==> config.mk <==
export PLATFORM = sky130hd
export DESIGN_NAME = amd_diag_seq
export DESIGN_NICKNAME = d
export VERILOG_FILES = /design/src/common/amd_pkg.sv /design/src/common/amd_chan_if.sv /design/src/logic/amd_diag_seq.sv /design/src/logic/amd_chan.sv
export SDC_FILE = /design/constraint.sdc
export NUM_CORES = 1
export LEC_CHECK = 0
export BUFFER_PORTS_ARGS = -buffer_cell sky130_fd_sc_hd__buf_2
export CAP_MARGIN = 40
export CORE_MARGIN = 2
export CORE_UTILIZATION = 62
export CTS_CLUSTER_SIZE = 8
export DETAILED_ROUTE_END_ITERATION = 8
export GPL_TIMING_DRIVEN = 0
export PLACE_DENSITY = 0.85
export SYNTH_ARGS = -nofsm -noshare
export SYNTH_HDL_FRONTEND = slang
export SYNTH_SLANG_ARGS = --single-unit
==> constraint.sdc <==
create_clock -name clock -period 9.55 [get_ports clock]
set_input_delay 0.4775 -clock clock [delete_from_list [all_inputs] [get_ports clock]]
set_output_delay 0.4775 -clock clock [all_outputs]
set_load 0.02 [all_outputs]
==> src/common/amd_pkg.sv <==
// Package of constants and types for the amplifier diagnostic sequencer.
`default_nettype none
package amd_pkg;
  // Cycles per millisecond at the 125 MHz clock.
  localparam int CLK_KHZ = 125000;
  localparam int TICK_MS = 1;
  localparam int MS_CYC_DEF = CLK_KHZ * TICK_MS;
  // Timings in milliseconds, counted in millisecond ticks.
  localparam int CHECK_MS = 1;
  localparam int ACQ_MS = 100;
  localparam int DIAG_MS = 100;
  localparam logic [6:0] CHECK_TK = 7'(CHECK_MS / TICK_MS);
  localparam logic [6:0] ACQ_TK = 7'(ACQ_MS / TICK_MS);
  localparam logic [6:0] DIAG_TK = 7'(DIAG_MS / TICK_MS);
  // Register byte addresses.
  localparam logic [3:0] ADR_INSTR1 = 4'h0;
  localparam logic [3:0] ADR_INSTR2 = 4'h4;
  localparam logic [3:0] ADR_DIAG = 4'h8;
  localparam logic [3:0] ADR_STAT = 4'hc;
  localparam logic [7:0] INSTR1_RST = 8'h00;
  localparam logic [7:0] INSTR2_RST = 8'h00;
  // Instruction byte fields.
  localparam int B_DIAG_EN = 6;
  localparam int B_OFS_EN = 5;
  localparam int B_GAIN12 = 4;
  localparam int B_STBY_OFF = 4;
  localparam int B_LINE_DRV = 3;
  // Diagnostic byte fields.
  localparam int B_OPEN = 2;
  localparam int B_PERM = 4;
  localparam int B_DONE = 6;
  localparam int B_THERM = 7;
  localparam int B_OFS_ACT = 7;
  // Fault vector: ground short on positive_output and negative_output,
  // supply_rail short, shorted load, open load, offset.
  localparam int F_GND_POS = 0;
  localparam int F_GND_NEG = 1;
  localparam int F_VCC = 2;
  localparam int F_SHORT = 3;
  localparam int F_OPEN = 4;
  localparam int F_OFS = 5;
  localparam int NF = 6;
  typedef enum logic [1:0] {
    S_STBY = 2'b00, S_PULSE = 2'b01, S_BIAS = 2'b10, S_PLAY = 2'b11
  } amd_seq_e;
  typedef enum logic [1:0] {
    C_ACTIVE = 2'b00, C_CHECK = 2'b01, C_DIAG = 2'b10, C_RESTART = 2'b11
  } amd_ch_e;
endpackage
`default_nettype wire

==> src/common/amd_chan_if.sv <==
// Interface between the sequencer and one channel diagnostic unit.
`default_nettype none
interface amd_chan_if;
  import amd_pkg::*;
  logic [NF-1:0] flt;
  logic          trip;
  logic          tick;
  logic          diag_on;
  logic          rearm;
  logic          meas_clr;
  logic          ton_cap;
  logic          ofs_on;
  logic          ofs_open;
  logic          ofs_close;
  logic          shut;
  logic          done;
  logic          ofs_flag;
  logic [4:0]    res;
  modport seq (output flt, trip, tick, diag_on, rearm, meas_clr, ton_cap,
               ofs_on, ofs_open, ofs_close, input shut, done, ofs_flag, res);
  modport ch (input flt, trip, tick, diag_on, rearm, meas_clr, ton_cap,
              ofs_on, ofs_open, ofs_close, output shut, done, ofs_flag, res);
endinterface
`default_nettype wire

==> src/logic/amd_diag_seq.sv <==
// Top of the amplifier output fault diagnostic sequencer with its bus slave.
// Contract
// Standby exit with diagnostics runs turn-on test.
// Turn-on result held; new pulse after read.
// Pulse first, outputs hi-Z; permanent once biased.
// Turn-on result kept until new short.
// Latch status at pulse end, 100 ms.
// Load thresholds follow line-driver mode only; the code also requires the 12 dB gain bit set.
// Permanent test ignores open load.
// Restart mode: faulty channel off, 1 ms checks.
// Trip rechecked after 1 ms; clear returns active.
// Overload at check starts 100 ms cycle.
// Cycle end stores result, channel restarts.
// Next permanent cycle only after host read.
// Host polls bytes, above half a second.
// Flag output offset beyond 2 V.
// Offset window from previous read to this.
// Offset must persist; trip suppresses it.
// Multiple faults reported over successive reads.
// Double faults resolved by fixed priority.
// Only faults stable whole period are reported.
// Every read re-arms; shows previous results.
// Host turn-on and turn-off timing with mute.
// Host installation and offset test sequences.
// First instruction bit 6 enables diagnostics.
// Done bit set when a cycle has terminated.
// Channel bit 4 marks permanent result.
// Second instruction bit 3 selects line thresholds.
// Read bytes captured together at read start.
//
// Our own choices: the placing of the registers and the Avalon-MM interface to the registers.
`default_nettype none
module amd_diag_seq
  import amd_pkg::*;
#(
  parameter int MS_CYC = MS_CYC_DEF
) (
  input  wire logic        clock,
  input  wire logic        arst_n,
  input  wire logic [3:0]  avs_address,
  input  wire logic        avs_read,
  input  wire logic        avs_write,
  input  wire logic [31:0] avs_writedata,
  output logic      [31:0] avs_readdata,
  output logic             avs_waitrequest,
  input  wire logic        sense_clk,
  input  wire logic [5:0]  flt_ch1,
  input  wire logic [5:0]  flt_ch2,
  input  wire logic [1:0]  trip_in,
  input  wire logic        amp_biased,
  input  wire logic        therm_warn,
  output logic             outputs_hiz,
  output logic             test_pulse,
  output logic      [1:0]  ch_shutdown,
  output logic             line_drv_thr,
  output logic             gain_12db,
  output logic             amp_enable
);
  localparam int NS = 2 * NF + 5;

  logic          rst_s1_ff;
  logic          rst_n;
  logic [NS-1:0] in_s1_ff;
  logic [NS-1:0] in_s2_ff;
  logic          sck_d_ff;
  logic [2*NF-1:0] flt_smp_ff;
  logic [16:0]   ms_cnt_ff;
  logic          tick_ff;
  logic          wait_ff;
  logic [31:0]   rdata_ff;
  logic [7:0]    instr1_ff;
  logic [7:0]    instr2_ff;
  amd_seq_e      seq_ff;
  logic [6:0]    pul_cnt_ff;
  logic          ton_armed_ff;
  logic          ton_cap_ff;
  logic          meas_clr_ff;
  logic          done_ff;
  logic          ofs_open_ff;
  logic          hiz_ff;
  logic          pulse_ff;
  logic [1:0]    shut_ff;
  logic          line_ff;
  logic          gain_ff;
  logic          amp_en_ff;
  logic          rd_ack;
  logic          wr_ack;
  logic          diag_rd;
  logic          sck_rise;
  logic          biased_s;
  logic          therm_s;
  logic [1:0]    trip_s;
  logic [7:0]    nxt_db1;
  logic [7:0]    nxt_db2;

  amd_chan_if cif [2] ();

  // Reset is released through two flip-flops.
  always_ff @(posedge clock or negedge arst_n) begin
    if (!arst_n) begin
      rst_s1_ff <= 1'b0;
      rst_n <= 1'b0;
    end else begin
      rst_s1_ff <= 1'b1;
      rst_n <= rst_s1_ff;
    end
  end

  // Pins from the analog side pass two flip-flops first.
  always_ff @(posedge clock or negedge rst_n) begin
    if (!rst_n) begin
      in_s1_ff <= '0;
      in_s2_ff <= '0;
    end else begin
      in_s1_ff <= {sense_clk, therm_warn, amp_biased, trip_in, flt_ch2, flt_ch1};
      in_s2_ff <= in_s1_ff;
    end
  end

  assign trip_s = in_s2_ff[2*NF+1:2*NF];
  assign biased_s = in_s2_ff[2*NF+2];
  assign therm_s = in_s2_ff[2*NF+3];
  assign sck_rise = in_s2_ff[NS-1] & ~sck_d_ff;

  // Fault detectors are sampled on each rising edge of the sense clock.
  always_ff @(posedge clock or negedge rst_n) begin
    if (!rst_n) begin
      sck_d_ff <= 1'b0;
      flt_smp_ff <= '0;
    end else begin
      sck_d_ff <= in_s2_ff[NS-1];
      if (sck_rise) begin
        flt_smp_ff <= in_s2_ff[2*NF-1:0];
      end
    end
  end

  // Millisecond timebase.
  always_ff @(posedge clock or negedge rst_n) begin
    if (!rst_n) begin
      ms_cnt_ff <= '0;
      tick_ff <= 1'b0;
    end else begin
      tick_ff <= (ms_cnt_ff == 17'(MS_CYC - 1));
      if (ms_cnt_ff == 17'(MS_CYC - 1)) begin
        ms_cnt_ff <= '0;
      end else begin
        ms_cnt_ff <= ms_cnt_ff + 17'h00001;
      end
    end
  end

  // Bus handshake: a request is answered one cycle after it is seen.
  assign rd_ack = avs_read & ~wait_ff;
  assign wr_ack = avs_write & ~wait_ff;
  assign diag_rd = rd_ack && avs_address == ADR_DIAG;

  // Diagnostic bytes as they stand now.
  always_comb begin
    nxt_db1 = {therm_s, done_ff, 1'b0, cif[0].res};
    nxt_db2 = {instr1_ff[B_OFS_EN], 2'b00, cif[1].res};
    nxt_db1[B_OPEN] = cif[0].res[B_OPEN] | cif[0].ofs_flag;
    nxt_db2[B_OPEN] = cif[1].res[B_OPEN] | cif[1].ofs_flag;
  end

  // Wait-state and read data; both bytes are caught at the read start.
  always_ff @(posedge clock or negedge rst_n) begin
    if (!rst_n) begin
      wait_ff <= 1'b1;
      rdata_ff <= '0;
    end else begin
      wait_ff <= ~((avs_read | avs_write) & wait_ff);
      if (avs_read && wait_ff) begin
        case (avs_address)
          ADR_INSTR1: rdata_ff <= {24'h000000, instr1_ff};
          ADR_INSTR2: rdata_ff <= {24'h000000, instr2_ff};
          ADR_DIAG:   rdata_ff <= {16'h0000, nxt_db2, nxt_db1};
          ADR_STAT:   rdata_ff <= {26'h0000000, ton_armed_ff, shut_ff, 1'b0, seq_ff};
          default:    rdata_ff <= '0;
        endcase
      end
    end
  end

  // Instruction registers written by the host.
  always_ff @(posedge clock or negedge rst_n) begin
    if (!rst_n) begin
      instr1_ff <= INSTR1_RST;
      instr2_ff <= INSTR2_RST;
    end else if (wr_ack) begin
      if (avs_address == ADR_INSTR1) begin
        instr1_ff <= avs_writedata[7:0];
      end
      if (avs_address == ADR_INSTR2) begin
        instr2_ff <= avs_writedata[7:0];
      end
    end
  end

  // Offset window opens when the enable bit is written from 0 to 1.
  always_ff @(posedge clock or negedge rst_n) begin
    if (!rst_n) begin
      ofs_open_ff <= 1'b0;
    end else begin
      ofs_open_ff <= wr_ack && avs_address == ADR_INSTR1
        && avs_writedata[B_OFS_EN] && !instr1_ff[B_OFS_EN];
    end
  end

  // Turn-on and bias sequence.
  always_ff @(posedge clock or negedge rst_n) begin
    if (!rst_n) begin
      seq_ff <= S_STBY;
      pul_cnt_ff <= '0;
      ton_cap_ff <= 1'b0;
      meas_clr_ff <= 1'b0;
    end else begin
      ton_cap_ff <= 1'b0;
      meas_clr_ff <= 1'b0;
      case (seq_ff)
        S_STBY: begin
          pul_cnt_ff <= '0;
          if (instr2_ff[B_STBY_OFF]) begin
            if (instr1_ff[B_DIAG_EN] && ton_armed_ff) begin
              seq_ff <= S_PULSE;
              meas_clr_ff <= 1'b1;
            end else begin
              seq_ff <= S_BIAS;
            end
          end
        end
        S_PULSE: begin
          if (tick_ff) begin
            pul_cnt_ff <= pul_cnt_ff + 7'h01;
            if (pul_cnt_ff + 7'h01 == ACQ_TK) begin
              ton_cap_ff <= 1'b1;
              seq_ff <= S_BIAS;
            end
          end
        end
        S_BIAS: begin
          if (!instr2_ff[B_STBY_OFF]) begin
            seq_ff <= S_STBY;
          end else if (biased_s) begin
            seq_ff <= S_PLAY;
          end
        end
        S_PLAY: begin
          if (!instr2_ff[B_STBY_OFF]) begin
            seq_ff <= S_STBY;
          end
        end
        default: seq_ff <= S_STBY;
      endcase
    end
  end

  // A new turn-on pulse needs a host read; the read wins.
  always_ff @(posedge clock or negedge rst_n) begin
    if (!rst_n) begin
      ton_armed_ff <= 1'b1;
    end else if (diag_rd) begin
      ton_armed_ff <= 1'b1;
    end else if (ton_cap_ff) begin
      ton_armed_ff <= 1'b0;
    end
  end

  // Cycle-terminated flag; a finishing cycle wins over the read clear.
  always_ff @(posedge clock or negedge rst_n) begin
    if (!rst_n) begin
      done_ff <= 1'b0;
    end else if (ton_cap_ff || cif[0].done || cif[1].done) begin
      done_ff <= 1'b1;
    end else if (diag_rd || !instr1_ff[B_DIAG_EN]) begin
      done_ff <= 1'b0;
    end
  end

  // Outputs toward the power stage and threshold selectors.
  always_ff @(posedge clock or negedge rst_n) begin
    if (!rst_n) begin
      hiz_ff <= 1'b1;
      pulse_ff <= 1'b0;
      shut_ff <= '0;
      line_ff <= 1'b0;
      gain_ff <= 1'b0;
      amp_en_ff <= 1'b0;
    end else begin
      hiz_ff <= (seq_ff != S_PLAY);
      pulse_ff <= (seq_ff == S_PULSE);
      shut_ff <= {cif[1].shut, cif[0].shut};
      line_ff <= instr1_ff[B_GAIN12] & instr2_ff[B_LINE_DRV];
      gain_ff <= instr1_ff[B_GAIN12];
      amp_en_ff <= (seq_ff == S_BIAS) || (seq_ff == S_PLAY);
    end
  end

  assign avs_waitrequest = wait_ff;
  assign avs_readdata = rdata_ff;
  assign outputs_hiz = hiz_ff;
  assign test_pulse = pulse_ff;
  assign ch_shutdown = shut_ff;
  assign line_drv_thr = line_ff;
  assign gain_12db = gain_ff;
  assign amp_enable = amp_en_ff;

  // Two channel units, each fed by its own sampled faults.
  for (genvar i = 0; i < 2; i++) begin : g_ch
    assign cif[i].flt = flt_smp_ff[i*NF +: NF];
    assign cif[i].trip = trip_s[i];
    assign cif[i].tick = tick_ff;
    assign cif[i].diag_on = instr1_ff[B_DIAG_EN] && seq_ff == S_PLAY;
    assign cif[i].rearm = diag_rd;
    assign cif[i].meas_clr = meas_clr_ff;
    assign cif[i].ton_cap = ton_cap_ff;
    assign cif[i].ofs_on = instr1_ff[B_OFS_EN];
    assign cif[i].ofs_open = diag_rd | ofs_open_ff;
    assign cif[i].ofs_close = diag_rd;
    amd_chan u_chan (
      .clock (clock),
      .rst_n (rst_n),
      .cif   (cif[i])
    );
  end
endmodule
`default_nettype wire

==> src/logic/amd_chan.sv <==
// One channel: overload check, permanent diagnostic, restart and offset test.
`default_nettype none
module amd_chan
  import amd_pkg::*;
(
  input wire logic clock,
  input wire logic rst_n,
  amd_chan_if.ch   cif
);
  amd_ch_e    st_ff;
  logic [6:0] cnt_ff;
  logic [NF-1:0] acc_ff;
  logic       armed_ff;
  logic       ofs_acc_ff;
  logic       ofs_trip_ff;
  logic       ofs_run_ff;
  logic       shut_ff;
  logic       done_ff;
  logic       ofs_flag_ff;
  logic [4:0] res_ff;

  // Resolves double faults by priority into {short, open, supply, ground}.
  function automatic logic [3:0] resolve(input logic [NF-1:0] f, input logic perm);
    logic opn;
    opn = f[F_OPEN] & ~perm;
    resolve = 4'h0;
    if (f[F_VCC]) begin
      resolve = {2'b00, 1'b1, f[F_GND_POS]};
    end else if (f[F_GND_POS] | f[F_GND_NEG]) begin
      if (f[F_GND_NEG] & ~f[F_GND_POS] & opn) begin
        resolve = 4'h4;
      end else begin
        resolve = 4'h1;
      end
    end else if (f[F_SHORT]) begin
      resolve = 4'h8;
    end else if (opn) begin
      resolve = 4'h4;
    end
  endfunction

  // A fault counts only if it held for the whole measurement.
  always_ff @(posedge clock or negedge rst_n) begin
    if (!rst_n) begin
      acc_ff <= '0;
    end else if (cif.meas_clr || (st_ff == C_CHECK && cif.tick && cif.trip)) begin
      acc_ff <= cif.flt;
    end else begin
      acc_ff <= acc_ff & cif.flt;
    end
  end

  // Overload handling state machine.
  always_ff @(posedge clock or negedge rst_n) begin
    if (!rst_n) begin
      st_ff <= C_ACTIVE;
      cnt_ff <= '0;
      done_ff <= 1'b0;
    end else begin
      done_ff <= 1'b0;
      case (st_ff)
        C_ACTIVE: begin
          cnt_ff <= '0;
          if (cif.trip) begin
            // Diagnostic mode only when enabled, playing and re-armed.
            st_ff <= (cif.diag_on && armed_ff) ? C_CHECK : C_RESTART;
          end
        end
        C_CHECK: begin
          if (cif.tick) begin
            cnt_ff <= cnt_ff + 7'h01;
            if (cnt_ff + 7'h01 == CHECK_TK) begin
              cnt_ff <= '0;
              st_ff <= cif.trip ? C_DIAG : C_ACTIVE;
            end
          end
        end
        C_DIAG: begin
          if (cif.tick) begin
            cnt_ff <= cnt_ff + 7'h01;
            if (cnt_ff + 7'h01 == DIAG_TK) begin
              st_ff <= C_RESTART;
              done_ff <= 1'b1;
            end
          end
        end
        C_RESTART: begin
          if (cif.tick && !cif.trip) begin
            st_ff <= C_ACTIVE;
          end
        end
        default: st_ff <= C_ACTIVE;
      endcase
    end
  end

  // Only the channel under overload is switched off.
  always_ff @(posedge clock or negedge rst_n) begin
    if (!rst_n) begin
      shut_ff <= 1'b0;
    end else begin
      shut_ff <= (st_ff != C_ACTIVE);
    end
  end

  // One permanent cycle per host read; the read wins over completion.
  always_ff @(posedge clock or negedge rst_n) begin
    if (!rst_n) begin
      armed_ff <= 1'b1;
    end else if (cif.rearm) begin
      armed_ff <= 1'b1;
    end else if (done_ff) begin
      armed_ff <= 1'b0;
    end
  end

  // Result store: turn-on result stays until a new fault is found.
  always_ff @(posedge clock or negedge rst_n) begin
    if (!rst_n) begin
      res_ff <= '0;
    end else if (cif.ton_cap) begin
      res_ff <= {1'b0, resolve(acc_ff, 1'b0)};
    end else if (done_ff && resolve(acc_ff, 1'b1) != 4'h0) begin
      res_ff <= {1'b1, resolve(acc_ff, 1'b1)};
    end
  end

  // Offset window between reads, spoilt by a protection trip.
  always_ff @(posedge clock or negedge rst_n) begin
    if (!rst_n) begin
      ofs_acc_ff <= 1'b0;
      ofs_trip_ff <= 1'b0;
      ofs_run_ff <= 1'b0;
      ofs_flag_ff <= 1'b0;
    end else begin
      if (cif.ofs_close) begin
        ofs_flag_ff <= ofs_run_ff & ofs_acc_ff & ~ofs_trip_ff;
      end
      if (cif.ofs_open) begin
        ofs_run_ff <= cif.ofs_on;
        ofs_acc_ff <= 1'b1;
        ofs_trip_ff <= 1'b0;
      end else begin
        ofs_acc_ff <= ofs_acc_ff & cif.flt[F_OFS];
        ofs_trip_ff <= ofs_trip_ff | cif.trip;
        ofs_run_ff <= ofs_run_ff & cif.ofs_on;
      end
    end
  end

  assign cif.shut = shut_ff;
  assign cif.done = done_ff;
  assign cif.ofs_flag = ofs_flag_ff;
  assign cif.res = res_ff;
endmodule
`default_nettype wire

==> results.yml, run 1 <==
setup_path:
  arrival_ns: 2.55
  rrSetupSlack_ns: 7.30
  timing.rr.end: "g_ch[0].u_chan.st_ff[0]"
  timing.rr.start: "g_ch[0].u_chan.cnt_ff[0]"
  crit_type: "reg -> reg"
  endpoint_kind: "flop"
  crit_buf_inv: 0
  worstPathCellList: "ha_1 -> xor2_1 -> nor4_1 -> o22ai_1 -> a211o_1 -> mux2_4"
  cp-start-kind: "flop"
  worst-r2r-cell-count: 6
  cp.required_ns: 9.85
  slowest_delay_ns: 0.46
  slowest_stage: "dfrtp_1"
  worstPathMaxFanout: 7
  critPathTopFamily: "compound AO/OA/AOI/OAI gates"
cells_and_area:
  area_growth_pct: 15.54
  final-seq-area_um2: 4289
  fillers: 775
  nNetsFinal: 784
  multi_input_area_um2: 2725
  drive_gt1_share_pct: 22.22
  n_antenna_cell: 0
sta:
  slew_headroom_pct: 40.12
  worstMarginPinSlew_ns: 0.8913
  final_max_slew_viol_count: 0
  final.setup.tns_ns: 0
  period_share_pct: 23.52
  hold_viol: 0
  min_period_ns: 2.246
  clock-skew-final_ns: 0.006738
  rsz0062_at_grt: "false"
  fmax_mhz: 445.2
  setup_viol: 0
detailed_routing:
  wl_mm: 14.33
  drtIter0Drc: 353
  drtPass1Iterations: 5
  drt.antenna.violating_nets: 0
  num_vias: 4958
  met2_length_mm: 7.297
  post-route-drc-count: 0
  avgViaCountPerCell: 5.745
  dr.max_layer_used: "met4"
  wl_met3_um: 734
  post_drt_wl_per_cell_um: 16.60
  met1_length_mm: 6.054
global_routing:
  grt.total_usage_pct: 24.06
  gr-total-overflow: 0
  grt_max_degree: 64
  antenna_found_initial: 0
  first_global_vias: 5051
  grt_first_pass_wirelength_mm: 24.02
min_path:
  hp-class: "in -> reg"
  min_path_cells: 1
  hold_start: "flt_ch1[1]"
  hold_end: "in_s1_ff[1]"
clock_tree:
  clock_sinks: 171
  cts_setup_buffers: 0
  cts.hold.buffers_added: 1
  clock_latency_ns: 0.42
  clockBufferDepth: 2
  cts_root_buf: "clkbuf_16"
  cts-resized-gates: 0
  clk_pin_slew_ns: 0.06
  tritoncts: "yes"
  cts_buffers: 17
  htree_levels: 4
logic_synthesis:
  netlist_area_um2: 7232
  synth_cell_types: 49
  synth_area_leader_cell: "dfrtp_1"
  synthCells: 616
  synth_edf_count: 0
  synthArstFlopShare_pct: 100.0
  synth_top_area_share_pct: 57.44
  syn-mean-instance-area_um2: 11.74
  ys_warn_count: 0
  netlist_top_cells_area: "dfrtp_1 57%, mux2_2 4.4%, nand2_1 3.4%"
  synth-seq-cells: 171
  ys_seq_area_share_pct: 59.26
  synthFlopType: "dfrtp_1"
floorplanning:
  die_w_um: 112
  start_util_pct: 63.34
  dieArea_um2: 12540
  die_h_um: 112
  ioPinCount: 97
  coreArea_um2: 11420
  rows: 39
power:
  leakage_nw: 3.966
  ir_drop_mv: 0.1390
  power.density_nw_per_um2: 189.3
  power_w: 0.001582
flow_run:
  drv_cap: 0
place:
  io_buffers: 53
  gp_congestion: 0.8149
  hpwl_mm: 9.533
run_status:
  run_status: "complete, no violations"
==> sequential cells by signal, indices dropped and copies added, names as in the netlist, 8 cells and up <==
signal               flops
in_s2_ff                17
g_ch.u_chan.acc_ff      10
in_s1_ff                17
ms_cnt_ff               17
g_ch.u_chan.cif.res     10
instr1_ff                8
g_ch.u_chan.cnt_ff      14
avs_readdata            14
flt_smp_ff              12
instr2_ff                8
==> metrics by stage <==
stage          util (%)  worst slack, ns  cell area [um^2]  cells  hold WS (ns)
2_1_floorplan         -            4.441              7296    633        0.1819
3_3_place_gp      67.78            3.038              7740    829        0.2619
3_5_place_dp      68.30            7.351              7799    831        0.2662
4_1_cts           73.18            7.335              8356    863        0.1489
5_1_grt           73.18            7.286              8356    863        0.1473
6_report          73.18            7.304              8356    863        0.1625
==> power by group <==
part           leakage (nW)  internal [W]  switching (W)
combinational          1.52     0.0000581      0.0000709
clock                 0.268      0.000360       0.000283
sequential             2.18      0.000772      0.0000378
==> how the worst max path moves through the flow <==
stage | from | endpoint | slack [ns] | cells past startpoint
3_5_place_dp | g_ch[0].u_chan.cnt_ff[0] | g_ch[0].u_chan.st_ff[0] | 7.35 | 6
3_3_place_gp | rst_n | avs_readdata[7] | 3.04 | 0
2_1_floorplan | rst_n | amp_enable | 4.44 | 0
4_1_cts | g_ch[0].u_chan.cnt_ff[0] | g_ch[0].u_chan.st_ff[0] | 7.34 | 6
6_report | g_ch[0].u_chan.cnt_ff[0] | g_ch[0].u_chan.st_ff[0] | 7.30 | 6
5_1_grt | g_ch[0].u_chan.cnt_ff[0] | g_ch[0].u_chan.st_ff[0] | 7.29 | 6
==> layer usage <==
metal,vias up,GRT usage [%]
met3,24,5.934
met1,2477,31.33
li1,2322,-
met4,0,8.943
met5,-,0
met2,135,39.72
==> cells in the final DEF (no fill, tap or decap), drive strengths merged, types with 5 or more instances in the layout <==
cell,Yosys,routed
o31ai,9,9
nor3,14,14
inv,21,27
nor2,39,39
o21ai,35,35
nand4,9,9
nor2b,9,9
nand2,66,66
nand2b,7,7
dfrtp,166,166
a21o,5,5
a22o,17,17
xor2,10,10
and2,5,5
nand3,18,18
xnor2,8,8
a21oi,10,10
mux2,32,32
nor4,6,6
ha,19,19
dfstp,5,5
conb,2,19
o21a,12,12
buf,22,77
and3,6,6
o41ai,6,6
mux2i,5,5
a211o,5,5
clkbuf,13,31
==> kinds of logic after synthesis <==
| kind of cell | count (synthesis) | share of synthesized area (%) |
|---|---|---|
| simple gates | 192 | 12.85 |
| flops | 171 | 59.26 |
| compound gates | 117 | 11.25 |
| buf+inv | 56 | 3.945 |
| mux | 41 | 7.128 |
| fa+ha+maj | 19 | 3.287 |
| xor+xnor | 18 | 2.180 |
| other cells | 2 | 0.1038 |
==> area by class of cell <==
cell class	instances	share of cell area (%)
buffer	35	2.471
clock buffer	18	5.136
clock inverter	13	1.408
inverter	21	0.9434
multi-input combinational	406	32.61
sequential	171	51.33
tap	143	2.141
timing repair buffer	56	3.953
==> synthesized netlist by cell type (11+ instances only) <==
master    number
nand3_1       16
clkbuf_1      11
inv_1         21
mux2_2        28
o21a_1        12
a22o_1        17
o21ai_0       35
ha_1          19
dfrtp_1      166
buf_4         18
nor3_1        14
nand2_1       66
nor2_1        39
Power figures use the tool's default switching activity.
==> inputs of run 2 (changes only) <==
--- a/config.mk
+++ b/config.mk
@@ -8,11 +8,11 @@
 export BUFFER_PORTS_ARGS = -buffer_cell sky130_fd_sc_hd__buf_2
 export CAP_MARGIN = 40
 export CORE_MARGIN = 2
-export CORE_UTILIZATION = 62
+export CORE_UTILIZATION = 57
 export CTS_CLUSTER_SIZE = 8
 export DETAILED_ROUTE_END_ITERATION = 8
 export GPL_TIMING_DRIVEN = 0
-export PLACE_DENSITY = 0.85
+export PLACE_DENSITY = 0.79
 export SYNTH_ARGS = -nofsm -noshare
 export SYNTH_HDL_FRONTEND = slang
 export SYNTH_SLANG_ARGS = --single-unit
==> constraint.sdc (replaced) <==
create_clock -name clock -period 2.23 [get_ports clock]
set_input_delay 0.1115 -clock clock [delete_from_list [all_inputs] [get_ports clock]]
set_output_delay 0.1115 -clock clock [all_outputs]
set_load 0.02 [all_outputs]
==> run 2 against run 1 <==
  * Wire length down 2.2%
  * Worst hold slack worse by 0.10 ns
  * Fmax increased by 3.8%
  * Utilization is 3.0 points lower
  * First-iteration DRC count fell by 3.7%
  * Combinational power rose to 4.6 times the previous value
  * Clock power rose to 4.9 times the previous value
  * Total power increased to 4.6 times the previous value
  * Die area increased by 8.5%
  * Final cell count up 6.7%
  * Register-to-register slack lost 7.2 ns
  * Highest routed layer unchanged
==> results.yml, run 2 (synthesis results as in run 1) <==
place:
  io_buffers: 53
  gp_congestion: 0.8391
  hpwl_mm: 9.450
  place_ws_ns: 0.1161
  dp_cells: 860
cells_and_area:
  n_antenna_cell: 0
  top_regs: "in_s1_ff (17), in_s2_ff (17), ms_cnt_ff (17)"
  nNetsFinal: 812
  mostFrequentLayoutCells: "165 x dfrtp_1, 66 x nand2_1, 57 x buf_2, 39 x nor2_1, 35 x o21ai_0"
  area_growth_pct: 21.40
  layout.cells.non_filler: 921
  fillers: 870
  final_common_cell: "dfrtp_1"
  drive_gt1_share_pct: 21.76
min_path:
  hp-class: "in -> reg"
setup_path:
  cp-start-kind: "flop"
  endpoint_kind: "flop"
  arrival_ns: 2.47
  crit_type: "reg -> reg"
  cp.required_ns: 2.54
  worstPathMaxFanout: 7
global_routing:
  grt_first_pass_wirelength_mm: 22.91
  antenna_found_initial: 0
  gr-total-overflow: 0
  first_global_vias: 4863
  grt.total_usage_pct: 21.85
  grt_max_degree: 66
sta:
  hold_viol: 0
  worstMarginPinSlew_ns: 0.9688
  fin_ws_ns: 0.06686
  holdWs_ns: 0.06102
  slew_headroom_pct: 34.92
  period_share_pct: 97.00
  final_max_slew_viol_count: 0
  fmax_mhz: 462.3
  final.setup.tns_ns: 0
  setup_viol: 0
  min_period_ns: 2.163
  clock-skew-final_ns: 0.01023
power:
  power.density_nw_per_um2: 819.8
  power_w: 0.007198
  p_sw_share_pct: 22.46
  seqPwrFrac_pct: 48.0
  p_int_w: 0.005581
  leakage_nw: 4.121
  switchingPower_w: 0.001616
  p_comb_share_pct: 8.3
  p_clk_share_pct: 43.7
  ir_drop_mv: 0.6677
detailed_routing:
  wl_mm: 14.01
  drt.antenna.violating_nets: 0
  num_vias: 5012
  post-route-drc-count: 0
  drtPass1Iterations: 4
  post_drt_wl_per_cell_um: 15.21
  drtIter0Drc: 340
  avgViaCountPerCell: 5.442
floorplanning:
  dieArea_um2: 13600
  die_w_um: 116.6
  start_util_pct: 57.78
  die_h_um: 116.6
  rows: 41
  coreArea_um2: 12520
  ioPinCount: 97
clock_tree:
  clockBufferDepth: 2
  cts_root_buf: "clkbuf_16"
  cts_buffers: 17
  clock_sinks: 171
  tritoncts: "yes"
  htree_levels: 4
  clk_pin_slew_ns: 0.06
  clock_latency_ns: 0.43
flow_run:
  drv_cap: 0
run_status:
  run_status: "complete, no violations"
## run 2: cell count changes in the layout (fill, tap and decap cells not counted), sizes merged
cell,delta
bufinv,+3
clkbuf,+4
clkinv,-2
clkinvlp,+1
dlygate4sd3,+28
inv,-5
## run 2: cell type report
class	count	area, um^2	area share [%]
flip-flops and latches	171	4289	48.85
multi-input cells	406	2734	31.14
repair buffers	84	610.6	6.955
clock buffers	22	484.2	5.515
well taps	172	215.2	2.451
plain buffers	35	206.4	2.351
clock inverters	10	161.4	1.838
inverters	21	78.83	0.8978
## run 2: stage by stage
step	util [%]	cell area (um^2)
final	70.14	8780
after global routing	70.14	8780
after CTS	70.07	8771
after detailed placement	62.60	7835
after global placement	62.16	7780
after floorplan	-	7300
## run 2: path summary, 6_finish.rpt
path,cells after the start,slack [ns],from,to
max in group asynchronous,2,0.75,rst_n,avs_waitrequest
min reg2reg,0,0.35,in_s1_ff[14],in_s2_ff[14]
max,6,0.07,g_ch[1].u_chan.cnt_ff[0],g_ch[1].u_chan.st_ff[0]
max reg2reg,6,0.07,g_ch[1].u_chan.cnt_ff[0],g_ch[1].u_chan.st_ff[0]
min in group asynchronous,0,0.39,rst_n,ms_cnt_ff[9]
min,4,0.06,avs_address[3],ofs_open_ff
## run 2: repair_timing
item	4_1_cts	5_1_grt
hold buffers	29	0
endpoints found under the hold margin	37	0
resized for setup	0	2
buffers inserted	0	0
endpoints found under the setup margin	0	4
## run 2: power groups by stage
| stage | Clock, W | Sequential [W] | Combinational (W) |
|---|---|---|---|
| 2_1_floorplan | 0 | 0.00354 | 0.000325 |
| 3_3_place_gp | 0 | 0.00354 | 0.000481 |
| 3_5_place_dp | 0 | 0.00351 | 0.000551 |
| 4_1_cts | 0.00319 | 0.00346 | 0.000595 |
| 5_1_grt | 0.00335 | 0.00348 | 0.000654 |
| 6_report | 0.00315 | 0.00346 | 0.000594 |
## run 2: layer usage
| metal | share of wire [%] | vias up | track usage (%) |
|---|---|---|---|
| met2 | 48 | 124 | 34.46 |
| met1 | 46 | 2483 | 28.87 |
| met4 | 1.9 | 0 | 8.392 |
| li1 | - | 2382 | - |
| met3 | 4.2 | 23 | 6.591 |
| met5 | 0 | - | 0 |
## run 2: critical path, stage by stage, from the launching register on
cell and delay, ns:
dfrtp_1 0.46, ha_1 0.34, xor2_1 0.19, nor4_2 0.23, o22ai_1 0.16, a211o_1 0.36
mux2_4 0.31
==> inputs of run 3 (changes only) <==
--- a/config.mk
+++ b/config.mk
@@ -5,7 +5,7 @@
 export SDC_FILE = /design/constraint.sdc
 export NUM_CORES = 1
 export LEC_CHECK = 0
-export BUFFER_PORTS_ARGS = -buffer_cell sky130_fd_sc_hd__buf_2
+export BUFFER_PORTS_ARGS = -buffer_cell sky130_fd_sc_hd__clkbuf_2
 export CAP_MARGIN = 40
 export CORE_MARGIN = 2
 export CORE_UTILIZATION = 57
==> run 3 against run 2 <==
  * Critical path depth decreased by 1
  * Clock-buffer cell count decreased by 3
  * Cell area decreased by 0.90%
  * Total power decreased by 5.3%
  * Global-route usage increased by 0.11 points
  * Non-clock buffer count unchanged
  * Via count decreased by 0.16%
  * Register-to-register slack improved by 0.07 ns
  * Die area unchanged
  * Sequential power about the same
  * Largest cell class unchanged
  * Largest power group unchanged
==> results.yml, run 3 (synthesis results as in run 1) <==
sta:
  clock-skew-final_ns: 0.005534
  fmax_mhz: 477.1
  min_period_ns: 2.096
  worstMarginPinSlew_ns: 0.9073
  hold_viol: 0
  final.setup.tns_ns: 0
  slew_headroom_pct: 39.05
  final_max_slew_viol_count: 0
  setup_viol: 0
  period_share_pct: 93.98
clock_tree:
  clock_sinks: 171
  clock_latency_ns: 0.43
  clk_pin_slew_ns: 0.06
  cts_setup_buffers: 0
  tritoncts: "yes"
  cts_root_buf: "clkbuf_16"
  htree_levels: 4
  cts_buffers: 17
  clockBufferDepth: 2
cells_and_area:
  mostFrequentLayoutCells: "164 x dfrtp_1, 66 x nand2_1, 55 x clkbuf_2, 39 x nor2_1, 35 x o21ai_0"
  n_antenna_cell: 0
  top_regs: "in_s1_ff (17), in_s2_ff (17), ms_cnt_ff (17)"
  layout.cells.non_filler: 921
  nNetsFinal: 812
  drive_gt1_share_pct: 22.03
  final_common_cell: "dfrtp_1"
  fin_area_um2: 8701
  area_growth_pct: 20.31
global_routing:
  antenna_found_initial: 0
  grt.total_usage_pct: 21.96
  gr-total-overflow: 0
  first_global_vias: 4880
  grt_max_degree: 60
  grt_first_pass_wirelength_mm: 23.10
setup_path:
  arrival_ns: 2.39
  worstPathCellList: "clkbuf_1 -> clkbuf_1 -> inv_1 -> a21o_1 -> o41ai_1"
  worst-r2r-cell-count: 5
  cp-start-kind: "flop"
  timing.rr.start: "cif[0].tick"
  endpoint_kind: "flop"
  rrSetupSlack_ns: 0.13
  cpMostUsedCell: "clkbuf_1"
  slowest_delay_ns: 0.41
  crit_type: "reg -> reg"
  slowest_stage: "o41ai_1"
  cp.required_ns: 2.53
  worstPathMaxFanout: 10
  timing.rr.end: "g_ch[1].u_chan.cnt_ff[0]"
floorplanning:
  start_util_pct: 57.78
  die_h_um: 116.6
  die_w_um: 116.6
  dieArea_um2: 13600
  ioPinCount: 97
  rows: 41
  coreArea_um2: 12520
power:
  p_comb_share_pct: 8.7
  power_w: 0.006818
  p_sw_share_pct: 25.28
  p_clk_share_pct: 40.6
  leakage_nw: 4.072
  power.density_nw_per_um2: 783.6
  ir_drop_mv: 0.7405
  switchingPower_w: 0.001723
  p_int_w: 0.005095
  seqPwrFrac_pct: 50.7
detailed_routing:
  avgViaCountPerCell: 5.433
  post_drt_wl_per_cell_um: 15.20
  drt.antenna.violating_nets: 0
  post-route-drc-count: 0
  drtIter0Drc: 359
  wl_mm: 14.00
  drtPass1Iterations: 5
  num_vias: 5004
place:
  dp_cells: 860
  io_buffers: 53
  placed_area_um2: 7835
  hpwl_mm: 9.301
  gp_congestion: 0.8357
min_path:
  hold_end: "ofs_open_ff"
  hold_start: "avs_address[3]"
  hp-class: "in -> reg"
  min_path_cells: 4
flow_run:
  drv_cap: 0
run_status:
  run_status: "complete, no violations"
==> run 3: changes by cell type in the layout (fill, tap and decap cells not counted) <==
cell       before  now
clkbuf_2        2   55
ha_1           18   17
nor4_1          4    5
bufinv_16       4    0
inv_6           1    7
dfrtp_2         0    1
clkinv_4        0    2
clkbuf_8        4    2
clkinv_2        2    1
clkbuf_1       12   11
dfrtp_1       165  164
nor4_2          2    1
buf_2          57    4
ha_4            0    1
==> run 3: power groups by stage <==
stage | sequential (W) | clock, W | combinational, W
6_report | 0.00346 | 0.00277 | 0.000591
5_1_grt | 0.00348 | 0.00295 | 0.000658
3_5_place_dp | 0.00351 | 0 | 0.000549
4_1_cts | 0.00346 | 0.00281 | 0.000596
3_3_place_gp | 0.00354 | 0 | 0.000481
2_1_floorplan | 0.00354 | 0 | 0.000325
==> run 3: final cells by class <==
| class | count | area (um^2) |
|---|---|---|
| buffer | 35 | 206.4 |
| clock buffer | 19 | 452.9 |
| clock inverter | 13 | 106.4 |
| fill | 898 | 3816 |
| inverter | 21 | 78.83 |
| multi-input combinational | 406 | 2740 |
| sequential | 171 | 4290 |
| tap | 172 | 215.2 |
| timing repair buffer | 84 | 610.6 |
==> run 3: timing repair <==
item | CTS | global route
hold endpoints to repair | 37 | 0
gates resized for setup | 0 | 4
hold buffers | 29 | 0
setup endpoints to repair | 0 | 4
==> run 3: worst max path at each step <==
stage | start | to | slack [ns] | depth (start not counted)
floorplan | g_ch[0].u_chan.cnt_ff[0] | g_ch[0].u_chan.st_ff[0] | 0.25 | 6
global placement | rst_n | in_s2_ff[15] | 0.002 | 0
detailed placement | g_ch[0].u_chan.cnt_ff[0] | g_ch[0].u_chan.st_ff[1] | 0.09 | 6
CTS | g_ch[0].u_chan.cnt_ff[0] | g_ch[0].u_chan.st_ff[0] | 0.07 | 6
global route | cif[0].tick | g_ch[1].u_chan.cnt_ff[0] | -0.1 | 5
finish | cif[0].tick | g_ch[1].u_chan.cnt_ff[0] | 0.13 | 5
==> run 3: layer usage <==
metal	wire length, um	GRT usage (%)
met1	6321	29.41
met2	6912	35.39
met3	597	6.279
met4	164	6.510
met5	0	0
==> run 3: through the flow <==
step / hold slack (ns) / worst slack [ns] / utilization [%]
2_1_floorplan: -0.1841 / 0.2514 / -
3_3_place_gp: -0.1021 / 0.001989 / 62.16
3_5_place_dp: -0.09964 / 0.08754 / 62.60
4_1_cts: 0.04503 / 0.07173 / 69.38
5_1_grt: 0.06615 / -0.09548 / 69.51
6_report: 0.05768 / 0.1342 / 69.51
==> run 3: worst max-delay path, delay by kind of cell, from the launching register on <==
kind                   cells  cell delay [ns]
AO/OA/AOI/OAI              2             0.71
buffers and inverters      3             0.93
flip-flops                 1             0.32
